## config.mk

```make
export PLATFORM = sky130hd
export DESIGN_NAME = tflac_regbank
export DESIGN_NICKNAME = d
export VERILOG_FILES = /design/src/tflac_pkg.sv /design/src/tflac_regbank.sv
export VERILOG_INCLUDE_DIRS = /design/src
export SDC_FILE = /design/constraint.sdc
export NUM_CORES = 1
export LEC_CHECK = 0
export ABC_CLOCK_PERIOD_IN_PS = 6440
export BUFFER_PORTS_ARGS = -buffer_cell sky130_fd_sc_hd__buf_4
export CAP_MARGIN = 40
export CORE_UTILIZATION = 55
export DETAILED_ROUTE_END_ITERATION = 6
export PLACE_DENSITY = 0.79
export SYNTH_ARGS = -nofsm -noshare
export SYNTH_HDL_FRONTEND = slang
export SYNTH_SLANG_ARGS = --single-unit
```

## constraint.sdc

```tcl
create_clock -name clk -period 6.44 [get_ports clk]
set_input_delay 0 -clock clk [delete_from_list [all_inputs] [get_ports clk]]
set_output_delay 0 -clock clk [all_outputs]
set_load 0.005 [all_outputs]
```

## src/tflac_regs.svh

```systemverilog
`ifndef TFLAC_REGS_SVH
`define TFLAC_REGS_SVH
// register offsets (byte addresses)
`define TFLAC_OFF_LATCHED_FILL_PEAK 12'h02C
`define TFLAC_OFF_CURRENT_FILL_LEVEL 12'h030
`define TFLAC_OFF_VACANCY_WATERMARK 12'h034
`define TFLAC_OFF_READ_POINTER_UPPER 12'h038
`define TFLAC_OFF_WRITE_POINTER_UPPER 12'h03C
`define TFLAC_OFF_MASTER_BUS_CONTROL 12'h110
`define TFLAC_OFF_BUFFER_BASE_LOW 12'h118
// field widths and positions
`define TFLAC_FILL_W 31
`define TFLAC_WM_W 30
`define TFLAC_PTR_HI_W 20
`define TFLAC_READ_CACHE_ATTR_LSB 16
`define TFLAC_WBURST_LSB 8
`define TFLAC_WRITE_CACHE_ATTR_LSB 2
`define TFLAC_SECURE_BIT 1
`define TFLAC_PRIV_BIT 0
`define TFLAC_BASE_RAZ_BITS 4
// reset values
`define TFLAC_RST_FILL 31'h00000000
`define TFLAC_RST_WM 30'h00000000
`define TFLAC_RST_PTR_HI 20'h00000
`define TFLAC_RST_CACHE 4'h0
`define TFLAC_RST_BURST 4'hF
`define TFLAC_RST_BASE 28'h0000000
// trace memory depth in 32-bit words
`define TFLAC_MEM_SIZE 31'h00001000
`endif

```

## src/tflac_pkg.sv

```systemverilog
package tflac_pkg;
   // operating mode field encoding
   typedef enum logic [1:0] {
      TFLAC_MODE_CB = 2'h0,
      TFLAC_MODE_SOFTWARE_FIFO_ONE = 2'h1,
      TFLAC_MODE_RSVD = 2'h2,
      TFLAC_MODE_SOFTWARE_FIFO_TWO = 2'h3
   } tflac_mode_type;

   // master-bus attributes driven out
   typedef struct packed {
      logic [3:0] arcache;
      logic [3:0] awcache;
      logic [2:0] arprot;
      logic [2:0] awprot;
      logic [3:0] write_burst_max;
   } tflac_bus_attr_type;

   // programming port request
   typedef struct packed {
      logic sel;
      logic enable;
      logic write;
      logic [11:0] addr;
      logic [31:0] wdata;
   } tflac_prog_req_type;
endpackage : tflac_pkg

```

## src/tflac_regbank.sv

```systemverilog
`include "tflac_regs.svh"

module tflac_regbank (
   input wire logic clk,
   input wire logic rst_n,
   input wire tflac_pkg::tflac_prog_req_type prog_req,
   output logic [31:0] prog_rdata,
   output logic prog_ready,
   output logic prog_slverr,
   input wire tflac_pkg::tflac_mode_type mode_sel,
   input wire logic hw_fifo_mode,
   input wire logic disabled,
   input wire logic [30:0] occupancy,
   input wire logic ram_port_access,
   input wire logic write_ptr_wrap,
   output logic full,
   output logic status_full_flag,
   output tflac_pkg::tflac_bus_attr_type bus_attr,
   output logic [19:0] read_pointer_upper,
   output logic [19:0] write_pointer_upper,
   output logic [31:0] buffer_base_low
);
   import tflac_pkg::*;

   // ----------------------------------------
   // registers
   // ----------------------------------------
   logic [30:0] current_fill_reg;
   logic [30:0] latched_peak_reg;
   logic [29:0] watermark_reg;
   logic [19:0] rp_upper_reg;
   logic [19:0] wp_upper_reg;
   logic [3:0] read_cache_attr_reg;
   logic [3:0] write_cache_attr_reg;
   logic [3:0] wburst_reg;
   logic secure_reg;
   logic priv_reg;
   logic [27:0] base_low_reg;
   logic disabled_d_reg;
   logic wrap_full_reg;
   logic full_reg;

   // ----------------------------------------
   // access decode
   // ----------------------------------------
   logic acc;
   logic wr;
   logic rd;
   logic leave_disabled;
   logic cb_mode;
   logic fifo_mode;
   logic [31:0] full_limit;

   assign acc = prog_req.sel && prog_req.enable;
   assign wr = acc && prog_req.write;
   assign rd = acc && !prog_req.write;
   assign prog_ready = 1'b1;
   assign prog_slverr = 1'b0;
   assign leave_disabled = disabled_d_reg && !disabled;

   // reserved mode acts as fifo one, so only code 0 is circular
   assign cb_mode = !hw_fifo_mode && (mode_sel == TFLAC_MODE_CB);
   assign fifo_mode = !cb_mode;

   // cache encodings legal for the master bus
   function automatic logic cache_valid(input logic [3:0] c);
      logic ok;
      ok = 1'b0;
      case (c)
         4'h0, 4'h1, 4'h2, 4'h3, 4'h6, 4'h7, 4'hA, 4'hB, 4'hE, 4'hF: ok = 1'b1;
         default: ok = 1'b0;
      endcase
      return ok;
   endfunction : cache_valid

   // ----------------------------------------
   // disabled-state edge tracking
   // ----------------------------------------
   always_ff @(posedge clk or negedge rst_n) begin
      if (!rst_n) begin
         disabled_d_reg <= 1'b1;
      end else begin
         disabled_d_reg <= disabled;
      end
   end

   // current level: tracks when enabled, ram port only when disabled
   always_ff @(posedge clk or negedge rst_n) begin
      if (!rst_n) begin
         current_fill_reg <= `TFLAC_RST_FILL;
      end else if (!disabled) begin
         current_fill_reg <= occupancy;
      end else if (ram_port_access) begin
         current_fill_reg <= occupancy;
      end
   end

   // peak level since last read
   always_ff @(posedge clk or negedge rst_n) begin
      if (!rst_n) begin
         latched_peak_reg <= `TFLAC_RST_FILL;
      end else if (leave_disabled) begin
         latched_peak_reg <= occupancy;
      end else if (!disabled) begin
         if (rd && prog_req.addr == `TFLAC_OFF_LATCHED_FILL_PEAK) begin
            latched_peak_reg <= occupancy;
         end else if (occupancy > latched_peak_reg) begin
            latched_peak_reg <= occupancy;
         end
      end
      // disabled: hold value, reads leave it alone
   end

   // ----------------------------------------
   // writable configuration
   // ----------------------------------------
   // vacancy watermark, bits above the field are dropped
   always_ff @(posedge clk or negedge rst_n) begin
      if (!rst_n) begin
         watermark_reg <= `TFLAC_RST_WM;
      end else if (wr && prog_req.addr == `TFLAC_OFF_VACANCY_WATERMARK) begin
         watermark_reg <= prog_req.wdata[`TFLAC_WM_W-1:0];
      end
   end

   // upper pointer bits for reads and writes of trace memory
   always_ff @(posedge clk or negedge rst_n) begin
      if (!rst_n) begin
         rp_upper_reg <= `TFLAC_RST_PTR_HI;
         wp_upper_reg <= `TFLAC_RST_PTR_HI;
      end else if (wr) begin
         if (prog_req.addr == `TFLAC_OFF_READ_POINTER_UPPER) begin
            rp_upper_reg <= prog_req.wdata[`TFLAC_PTR_HI_W-1:0];
         end
         if (prog_req.addr == `TFLAC_OFF_WRITE_POINTER_UPPER) begin
            wp_upper_reg <= prog_req.wdata[`TFLAC_PTR_HI_W-1:0];
         end
      end
   end

   // master-bus control, invalid cache encodings stored as zero
   always_ff @(posedge clk or negedge rst_n) begin
      if (!rst_n) begin
         read_cache_attr_reg <= `TFLAC_RST_CACHE;
         write_cache_attr_reg <= `TFLAC_RST_CACHE;
         wburst_reg <= `TFLAC_RST_BURST;
         secure_reg <= 1'b0;
         priv_reg <= 1'b0;
      end else if (wr && prog_req.addr == `TFLAC_OFF_MASTER_BUS_CONTROL) begin
         read_cache_attr_reg <= cache_valid(prog_req.wdata[`TFLAC_READ_CACHE_ATTR_LSB +: 4]) ?
                       prog_req.wdata[`TFLAC_READ_CACHE_ATTR_LSB +: 4] : 4'h0;
         write_cache_attr_reg <= cache_valid(prog_req.wdata[`TFLAC_WRITE_CACHE_ATTR_LSB +: 4]) ?
                       prog_req.wdata[`TFLAC_WRITE_CACHE_ATTR_LSB +: 4] : 4'h0;
         wburst_reg <= prog_req.wdata[`TFLAC_WBURST_LSB +: 4];
         secure_reg <= prog_req.wdata[`TFLAC_SECURE_BIT];
         priv_reg <= prog_req.wdata[`TFLAC_PRIV_BIT];
      end
   end

   // buffer base, the always-zero low bits are not stored
   always_ff @(posedge clk or negedge rst_n) begin
      if (!rst_n) begin
         base_low_reg <= `TFLAC_RST_BASE;
      end else if (wr && prog_req.addr == `TFLAC_OFF_BUFFER_BASE_LOW) begin
         base_low_reg <= prog_req.wdata[31:`TFLAC_BASE_RAZ_BITS];
      end
   end

   // ----------------------------------------
   // full indication
   // ----------------------------------------
   // circular mode: wrap is sticky until capture leaves and re-enters
   always_ff @(posedge clk or negedge rst_n) begin
      if (!rst_n) begin
         wrap_full_reg <= 1'b0;
      end else if (cb_mode && write_ptr_wrap) begin
         wrap_full_reg <= 1'b1;
      end else if (leave_disabled) begin
         wrap_full_reg <= 1'b0; // a wrap in the same cycle wins
      end
   end

   assign full_limit = {1'b0, `TFLAC_MEM_SIZE} - {2'b00, watermark_reg};

   // registered full, one clock after occupancy changes (fifo modes) or after a wrap (circular mode)
   always_ff @(posedge clk or negedge rst_n) begin
      if (!rst_n) begin
         full_reg <= 1'b0;
      end else if (fifo_mode) begin
         full_reg <= ({1'b0, occupancy} >= full_limit);
      end else begin
         full_reg <= wrap_full_reg || (cb_mode && write_ptr_wrap);
      end
   end

   assign full = full_reg;
   assign status_full_flag = full_reg;

   // ----------------------------------------
   // outputs to the master bus
   // ----------------------------------------
   always_comb begin
      bus_attr.arcache = read_cache_attr_reg;
      bus_attr.awcache = write_cache_attr_reg;
      bus_attr.arprot = {1'b0, secure_reg, priv_reg};
      bus_attr.awprot = {1'b0, secure_reg, priv_reg};
      bus_attr.write_burst_max = wburst_reg;
   end

   assign read_pointer_upper = rp_upper_reg;
   assign write_pointer_upper = wp_upper_reg;
   assign buffer_base_low = {base_low_reg, 4'h0};

   // ----------------------------------------
   // read data mux
   // ----------------------------------------
   // register contents back onto the programming port
   always_comb begin
      prog_rdata = 32'h00000000;
      case (prog_req.addr)
         `TFLAC_OFF_LATCHED_FILL_PEAK: prog_rdata = {1'b0, latched_peak_reg};
         `TFLAC_OFF_CURRENT_FILL_LEVEL: prog_rdata = {1'b0, current_fill_reg};
         `TFLAC_OFF_VACANCY_WATERMARK: prog_rdata = {2'b00, watermark_reg};
         `TFLAC_OFF_READ_POINTER_UPPER: prog_rdata = {12'h000, rp_upper_reg};
         `TFLAC_OFF_WRITE_POINTER_UPPER: prog_rdata = {12'h000, wp_upper_reg};
         `TFLAC_OFF_MASTER_BUS_CONTROL: prog_rdata = {12'h000, read_cache_attr_reg, 4'h0,
                                                    wburst_reg, 2'b00, write_cache_attr_reg,
                                                    secure_reg, priv_reg};
         `TFLAC_OFF_BUFFER_BASE_LOW: prog_rdata = {base_low_reg, 4'h0};
         default: prog_rdata = 32'h00000000;
      endcase
   end

   // ----------------------------------------
   // checks
   // ----------------------------------------
   AST_PROT2_LOW: assert property (@(posedge clk) disable iff (!rst_n)
      !bus_attr.arprot[2] && !bus_attr.awprot[2])
      else $error("prot bit 2 driven high");

   AST_PEAK_RELOAD: assert property (@(posedge clk) disable iff (!rst_n)
      (rd && !disabled && !leave_disabled &&
       prog_req.addr == `TFLAC_OFF_LATCHED_FILL_PEAK) |=> latched_peak_reg == $past(occupancy))
      else $error("peak not reloaded on read");

   AST_PEAK_MONOTONIC: assert property (@(posedge clk) disable iff (!rst_n)
      (!disabled && !leave_disabled && !rd) |=> latched_peak_reg >= $past(occupancy))
      else $error("peak below occupancy");

   AST_PEAK_HOLD_DIS: assert property (@(posedge clk) disable iff (!rst_n)
      (disabled && $past(disabled)) |=> $stable(latched_peak_reg))
      else $error("peak changed while disabled");

   AST_PEAK_EXIT: assert property (@(posedge clk) disable iff (!rst_n)
      leave_disabled |=> latched_peak_reg == $past(occupancy))
      else $error("peak not loaded on exit");

   AST_CUR_HOLD: assert property (@(posedge clk) disable iff (!rst_n)
      (disabled && !ram_port_access) |=> $stable(current_fill_reg))
      else $error("current level changed while disabled");

   AST_FULL_WM: assert property (@(posedge clk) disable iff (!rst_n)
      fifo_mode |=> full == ($past(occupancy) >= (`TFLAC_MEM_SIZE - $past(watermark_reg))))
      else $error("full mismatch against watermark");

   AST_CB_WRAP: assert property (@(posedge clk) disable iff (!rst_n)
      (cb_mode && write_ptr_wrap) |=> full)
      else $error("full missing after wrap");

   AST_RSVD_BIT31: assert property (@(posedge clk) disable iff (!rst_n)
      (prog_req.addr == `TFLAC_OFF_CURRENT_FILL_LEVEL) |-> !prog_rdata[31])
      else $error("fill bit 31 nonzero");

   AST_CACHE_VALID: assert property (@(posedge clk) disable iff (!rst_n)
      cache_valid(read_cache_attr_reg) && cache_valid(write_cache_attr_reg))
      else $error("invalid cache encoding stored");

   AST_CUR_TRACK: assert property (@(posedge clk) disable iff (!rst_n)
      !disabled |=> current_fill_reg == $past(occupancy))
      else $error("current level not tracking");

   AST_CUR_RAM: assert property (@(posedge clk) disable iff (!rst_n)
      (disabled && ram_port_access) |=> current_fill_reg == $past(occupancy))
      else $error("current level missed ram port access");

   AST_PEAK_RAZ: assert property (@(posedge clk) disable iff (!rst_n)
      (prog_req.addr == `TFLAC_OFF_LATCHED_FILL_PEAK) |-> !prog_rdata[31])
      else $error("peak bit 31 nonzero");

   AST_WM_WRITE: assert property (@(posedge clk) disable iff (!rst_n)
      (wr && prog_req.addr == `TFLAC_OFF_VACANCY_WATERMARK) |=>
      watermark_reg == $past(prog_req.wdata[`TFLAC_WM_W-1:0]))
      else $error("watermark not stored");

   AST_WM_RAZ: assert property (@(posedge clk) disable iff (!rst_n)
      (prog_req.addr == `TFLAC_OFF_VACANCY_WATERMARK) |-> prog_rdata[31:30] == 2'b00)
      else $error("watermark bits 31:30 nonzero");

   AST_PTR_RAZ: assert property (@(posedge clk) disable iff (!rst_n)
      (prog_req.addr == `TFLAC_OFF_READ_POINTER_UPPER ||
       prog_req.addr == `TFLAC_OFF_WRITE_POINTER_UPPER) |-> prog_rdata[31:20] == 12'h000)
      else $error("pointer upper bits 31:20 nonzero");

   AST_READ_CACHE_ATTR_ZERO: assert property (@(posedge clk) disable iff (!rst_n)
      (wr && prog_req.addr == `TFLAC_OFF_MASTER_BUS_CONTROL &&
       !cache_valid(prog_req.wdata[`TFLAC_READ_CACHE_ATTR_LSB +: 4])) |=> bus_attr.arcache == 4'h0)
      else $error("invalid read cache code not zeroed");

   AST_WRITE_CACHE_ATTR_ZERO: assert property (@(posedge clk) disable iff (!rst_n)
      (wr && prog_req.addr == `TFLAC_OFF_MASTER_BUS_CONTROL &&
       !cache_valid(prog_req.wdata[`TFLAC_WRITE_CACHE_ATTR_LSB +: 4])) |=> bus_attr.awcache == 4'h0)
      else $error("invalid write cache code not zeroed");

   AST_BURST_CAP: assert property (@(posedge clk) disable iff (!rst_n)
      (wr && prog_req.addr == `TFLAC_OFF_MASTER_BUS_CONTROL) |=>
      bus_attr.write_burst_max == $past(prog_req.wdata[`TFLAC_WBURST_LSB +: 4]))
      else $error("write burst cap not driven");

   AST_PROT_SEL: assert property (@(posedge clk) disable iff (!rst_n)
      (wr && prog_req.addr == `TFLAC_OFF_MASTER_BUS_CONTROL) |=>
      bus_attr.arprot[1:0] == $past(prog_req.wdata[1:0]) &&
      bus_attr.awprot[1:0] == $past(prog_req.wdata[1:0]))
      else $error("protection select bits not driven");

   AST_BASE_RAZ: assert property (@(posedge clk) disable iff (!rst_n)
      buffer_base_low[`TFLAC_BASE_RAZ_BITS-1:0] == 4'h0)
      else $error("buffer base low bits nonzero");

   AST_CB_NO_WM: assert property (@(posedge clk) disable iff (!rst_n)
      (cb_mode && !write_ptr_wrap && !wrap_full_reg) |=> !full)
      else $error("full raised in circular mode without wrap");
endmodule : tflac_regbank

```

# --- After elaboration in Yosys (flattened, before gate mapping) ---
# Memory sizes are Yosys's and may differ from the RTL's.
# Cells that the tools add are included.
totals:
  elab_cells: 62
  reg_bits: 177
  out_inout_bits: 126
  n_memories: 2
  romBits: 32
  input_bits: 86
memory_table:
  columns: ["name", "depth", "width", "read_ports", "rd_ports_with_merged_regs", "wr", "line", "text"]
  rows:
  - ["(name not given)", 16, 1, 1, 0, 0, "tflac_regbank.sv:69", "case (c)"]
  - ["(name not given)", 16, 1, 1, 0, 0, "tflac_regbank.sv:69", null]
classes:
  muxes: 14
  n_lt_le_gt_ge: 2
  n_eq_ne: 9
  n_reduce_logical: 20
  add_sub_neg: 1
ops:
  columns: ["cell", "count"]
  rows:
  - ["$pmux 32 s7", 1]
  - ["$mux 31", 6]
  - ["$eq 12x6->1 const B", 5]
  - ["$ge 31x32->1", 1]
  - ["$gt 31x31->1", 1]
  - ["$sub 13x30->31 const A", 1]
  - ["$eq 12x9->1 const B", 2]
  - ["$logic_and 1x1->1", 10]
  - ["$mux 4", 2]
  - ["$reduce_and 2->1", 3]
  - ["$mux 1", 5]
  - ["$ne 2x1->1 const B", 2]
  - ["$logic_not 1->1", 3]
  - ["$reduce_bool 3->1", 1]
  - ["$logic_not 2->1", 1]
  - ["$reduce_bool 2->1", 1]
  - ["$logic_or 1x1->1", 1]

# --- Depth between registers and ports, before layout ---
logic_depth:
  ltp_word: 6
  mapped_depth: 16
  depth_no_buf: 14

# --- Least setup slack after synthesis ---
# No wires, ideal clock.
synth_path:
  path_type: "flip-flop to flip-flop"
  start: "register watermark_reg[4]"
  end: "register full_reg (netlist: full)"
  path_stages_with_launch: 14
  t_required_ps: 6354
  period_less_slack_ps: 3678
  setup_ps: 86
  slack_ps: 2762
  arrival_time_ps: 3592
  n_path_buf: 0
  cell_sequence: "dfrtp_1 -> or4_4 -> or4_4 -> o31ai_1 -> nand2_1 -> nor4_2 -> xor2_1 -> ha_1 -> nand4_1 -> nor2_1 -> nand4_1 -> a211o_1 -> a31o_2 -> a32oi_1"
synth_between:
  elab_chain_len: 3
synth_rtl:
  columns: ["item", "line", "text"]
  rows:
  - ["start: declaration", "tflac_regbank.sv:30", "logic [29:0] watermark_reg;"]
  - ["start signal: assignment", "tflac_regbank.sv:120", "watermark_reg <= `TFLAC_RST_WM;"]
  - ["start signal: assignment", "tflac_regbank.sv:122", "watermark_reg <= prog_req.wdata[`TFLAC_WM_W-1:0];"]
  - ["$sub 13x30->31", "tflac_regbank.sv:183", "assign full_limit = {1'b0, `TFLAC_MEM_SIZE} - {2'b00, watermark_reg};"]
  - ["$ge 31x32->1", "tflac_regbank.sv:190", "full_reg <= ({1'b0, occupancy} >= full_limit);"]
  - ["$mux 1", "tflac_regbank.sv:189", "end else if (fifo_mode) begin"]
  - ["end signal: assignment", "tflac_regbank.sv:190", null]
  - ["end signal: assignment", "tflac_regbank.sv:192", "full_reg <= wrap_full_reg || (cb_mode && write_ptr_wrap);"]
  - ["end: declaration", "tflac_regbank.sv:41", "logic full_reg;"]
# Every way passes these cells.
# A chain may end at the register's enable or synchronous reset.

# --- Worst setup path after layout ---
# Ends and elaborated chain as after synthesis.

==> impl_metrics.toml <==
[run_status]
status = "complete, but fails checks"
violations = "DRC"

[clock_network]
cts-resized-gates = 0
tritoncts = "yes"
htreeDepth = 4
clk_pin_slew_worst_paths_ns = 0.06
cts_inserted_buffers = 17
cts_sinks = 177
cts-root-buf = "clkbuf_16"
clk_latency_ns = 0.43
cts_buffer_depth = 2

[global_route]
grt_pass1_vias = 8283
grt_max_degree = 54
overflow = 0
antenna_found_initial = 0
grt_pass1_wl_um = 45350
grt.total_usage_pct = 33.01

[finish]
drive_gt1_share_pct = 39.05
final_common_cell = "buf_4"
regArea_um2 = 4436
area_growth_pct = 32.66
nFillCells = 1113
diodes = 0
num-nets-final = 1254
final_cell_mix = "218 x buf_4, 172 x dfrtp_1, 158 x mux2_2, 94 x nand2_1, 69 x dlygate4sd3_1"
multi_input_area_um2 = 4805

[placed_design]
dp_hpwl_um = 18880
globalplace.congestion = 0.8638
io_buffers = 203

[power_and_ir_drop]
ir_drop_mv = 0.1721
power.density_nw_per_um2 = 222.3
p_clk_share_pct = 38.4
total_power_uw = 2818
p_sw_share_pct = 26.60
p_comb_share_pct = 16.9
leakage_uw = 0.006431
internal_power_uw = 2069
p_seq_share_pct = 44.7
p_sw_uw = 749.8

[synthesis]
ys_types = 56
netlist_area_um2 = 9559
yosysSeqAreaShare_pct = 46.40
ys_warn_count = 0
synth_ff_type = "dfrtp_1"
synthCells = 842
synthArstFlopShare_pct = 100.0
synth-edff-count = 0
synth_seq_cells = 177
syn_avg_cell_area_um2 = 11.35

[sta]
rsz0062_at_grt = "no"
drv_slew = 0
max_freq_mhz = 237.5
tns_ns = 0
clock_skew_ns = 0.005114
timing.final.crit_share_pct = 65.37
slew_headroom_pct = 35.85
whs_ns = 0.06674
hold_viol = 0
finalSetupViolCount = 0
tightest_slew_ns = 0.9623
fin_crit_ns = 4.210

[route]
wl_met3_um = 2072
wl_um = 28660
antenna_left = 0
drc = 2
wl_per_cell_um = 21.40
first_iter_violations = 820
via_per_inst = 6.166
wl_met2_um = 13910
m1WireLength_um = 11710
vias = 8256
drt_pass1_iterations = 7
top_layer_used = "met4"

[critical_path]
critical_path_class = "reg2reg"
r2r-start = "watermark_reg[4]"
crit_path_start = "watermark_reg[4]"
crit_arrival_ns = 4.55
endpoint_kind = "flip-flop"
cp-start-kind = "flip-flop"
crit_fanout = 7
critPathRequiredTime_ns = 6.78

[die]
pin_count = 212
die-area_um2 = 17910
core_area_um2 = 16760
start_util_pct = 57.04
die-height_um = 133.8
rows = 47
die_width_um = 133.8

[min_path]
worstHoldStart = "prog_req[34]"
worstHoldPathType = "in2reg"

[job]
max-cap-violations = 0
[power by group through the flow]
stage / registers, uW / logic [uW] / clock network [uW]
finish: 1260 / 477 / 1080
global route: 1270 / 531 / 1140
CTS: 1260 / 471 / 1090
detailed placement: 1280 / 427 / 0
global placement: 1270 / 408 / 0
floorplan: 1250 / 268 / 0
[area by class of cell]
class | instances | area share, %
multi-input cells | 580 | 37.89
inverters | 39 | 1.154
clock inverters | 12 | 1.243
clock buffers | 20 | 3.601
repair buffers | 291 | 18.96
flip-flops and latches | 177 | 34.98
well taps | 220 | 2.171
[per-layer routing]
metal | global-route usage, % | up-vias
li1 | - | 3636
met1 | 42.95 | 4145
met2 | 53.89 | 403
met3 | 6.463 | 72
met4 | 14.14 | 0
met5 | 0 | -
[through the flow]
step                      area [um^2]  cells  setup WS [ns]  util, %
after floorplan                  9582    848          2.762        -
after global placement          11290   1233          2.416    67.39
after detailed placement        11380   1238          2.259    67.88
after CTS                       12680   1339          2.222    75.66
after global routing            12680   1339          1.882    75.66
final                           12680   1339          2.230    75.66
[cell usage after synthesis (15+ instances only)]
| master | instances | share of area, % |
|---|---|---|
| a21oi_1 | 24 | 1.3 |
| a222oi_1 | 45 | 4.7 |
| clkbuf_1 | 35 | 1.4 |
| dfrtp_1 | 172 | 45 |
| ha_1 | 62 | 8.1 |
| inv_1 | 39 | 1.5 |
| mux2_2 | 158 | 19 |
| nand2_1 | 94 | 3.7 |
| nand3_1 | 26 | 1.4 |
| nor2_1 | 23 | 0.90 |
| o21ai_0 | 15 | 0.79 |
| xor2_1 | 19 | 1.7 |
[timing repair]
action | in CTS | in global routing
setup buffers | 0 | 0
hold buffers | 69 | 0
setup endpoints to repair | 0 | 0
hold endpoints to repair | 274 | 0
[kinds of logic (layout without fill, tap and decap cells)]
logic type,count (synthesis),after routing,synth area share [%]
fa+ha+maj,62,62,8.115
compound gates,120,120,9.830
other cells,2,8,0.07856
flops,177,177,46.40
buf+inv,91,362,4.162
simple gates,208,208,10.60
mux,158,158,18.61
xor+xnor,24,24,2.199
[worst paths after layout]
check	to	slack [ns]	cells after the start
hold / removal	read_pointer_upper[19]	0.07	3
hold reg to reg	wburst_reg[0]	0.48	2
setup reg to reg	full	2.23	13
min in group asynchronous	latched_peak_reg[20]	0.08	2
setup / recovery	full	2.23	13
max in group asynchronous	wburst_reg[3]	4.95	5
[critical path, stage by stage (launching register included)]
cell and delay [ns]:
dfrtp_1 0.46, or4_4 0.60, or4_4 0.46, o31ai_1 0.56, nand2_1 0.32, nor4_2 0.26, xor2_1 0.11, ha_1 0.31
nand4_1 0.11, nor2_1 0.11, nand4_1 0.13, a211o_1 0.29, a31o_2 0.21, a32oi_1 0.20
Note: power is estimated with default switching activity, not from simulation.
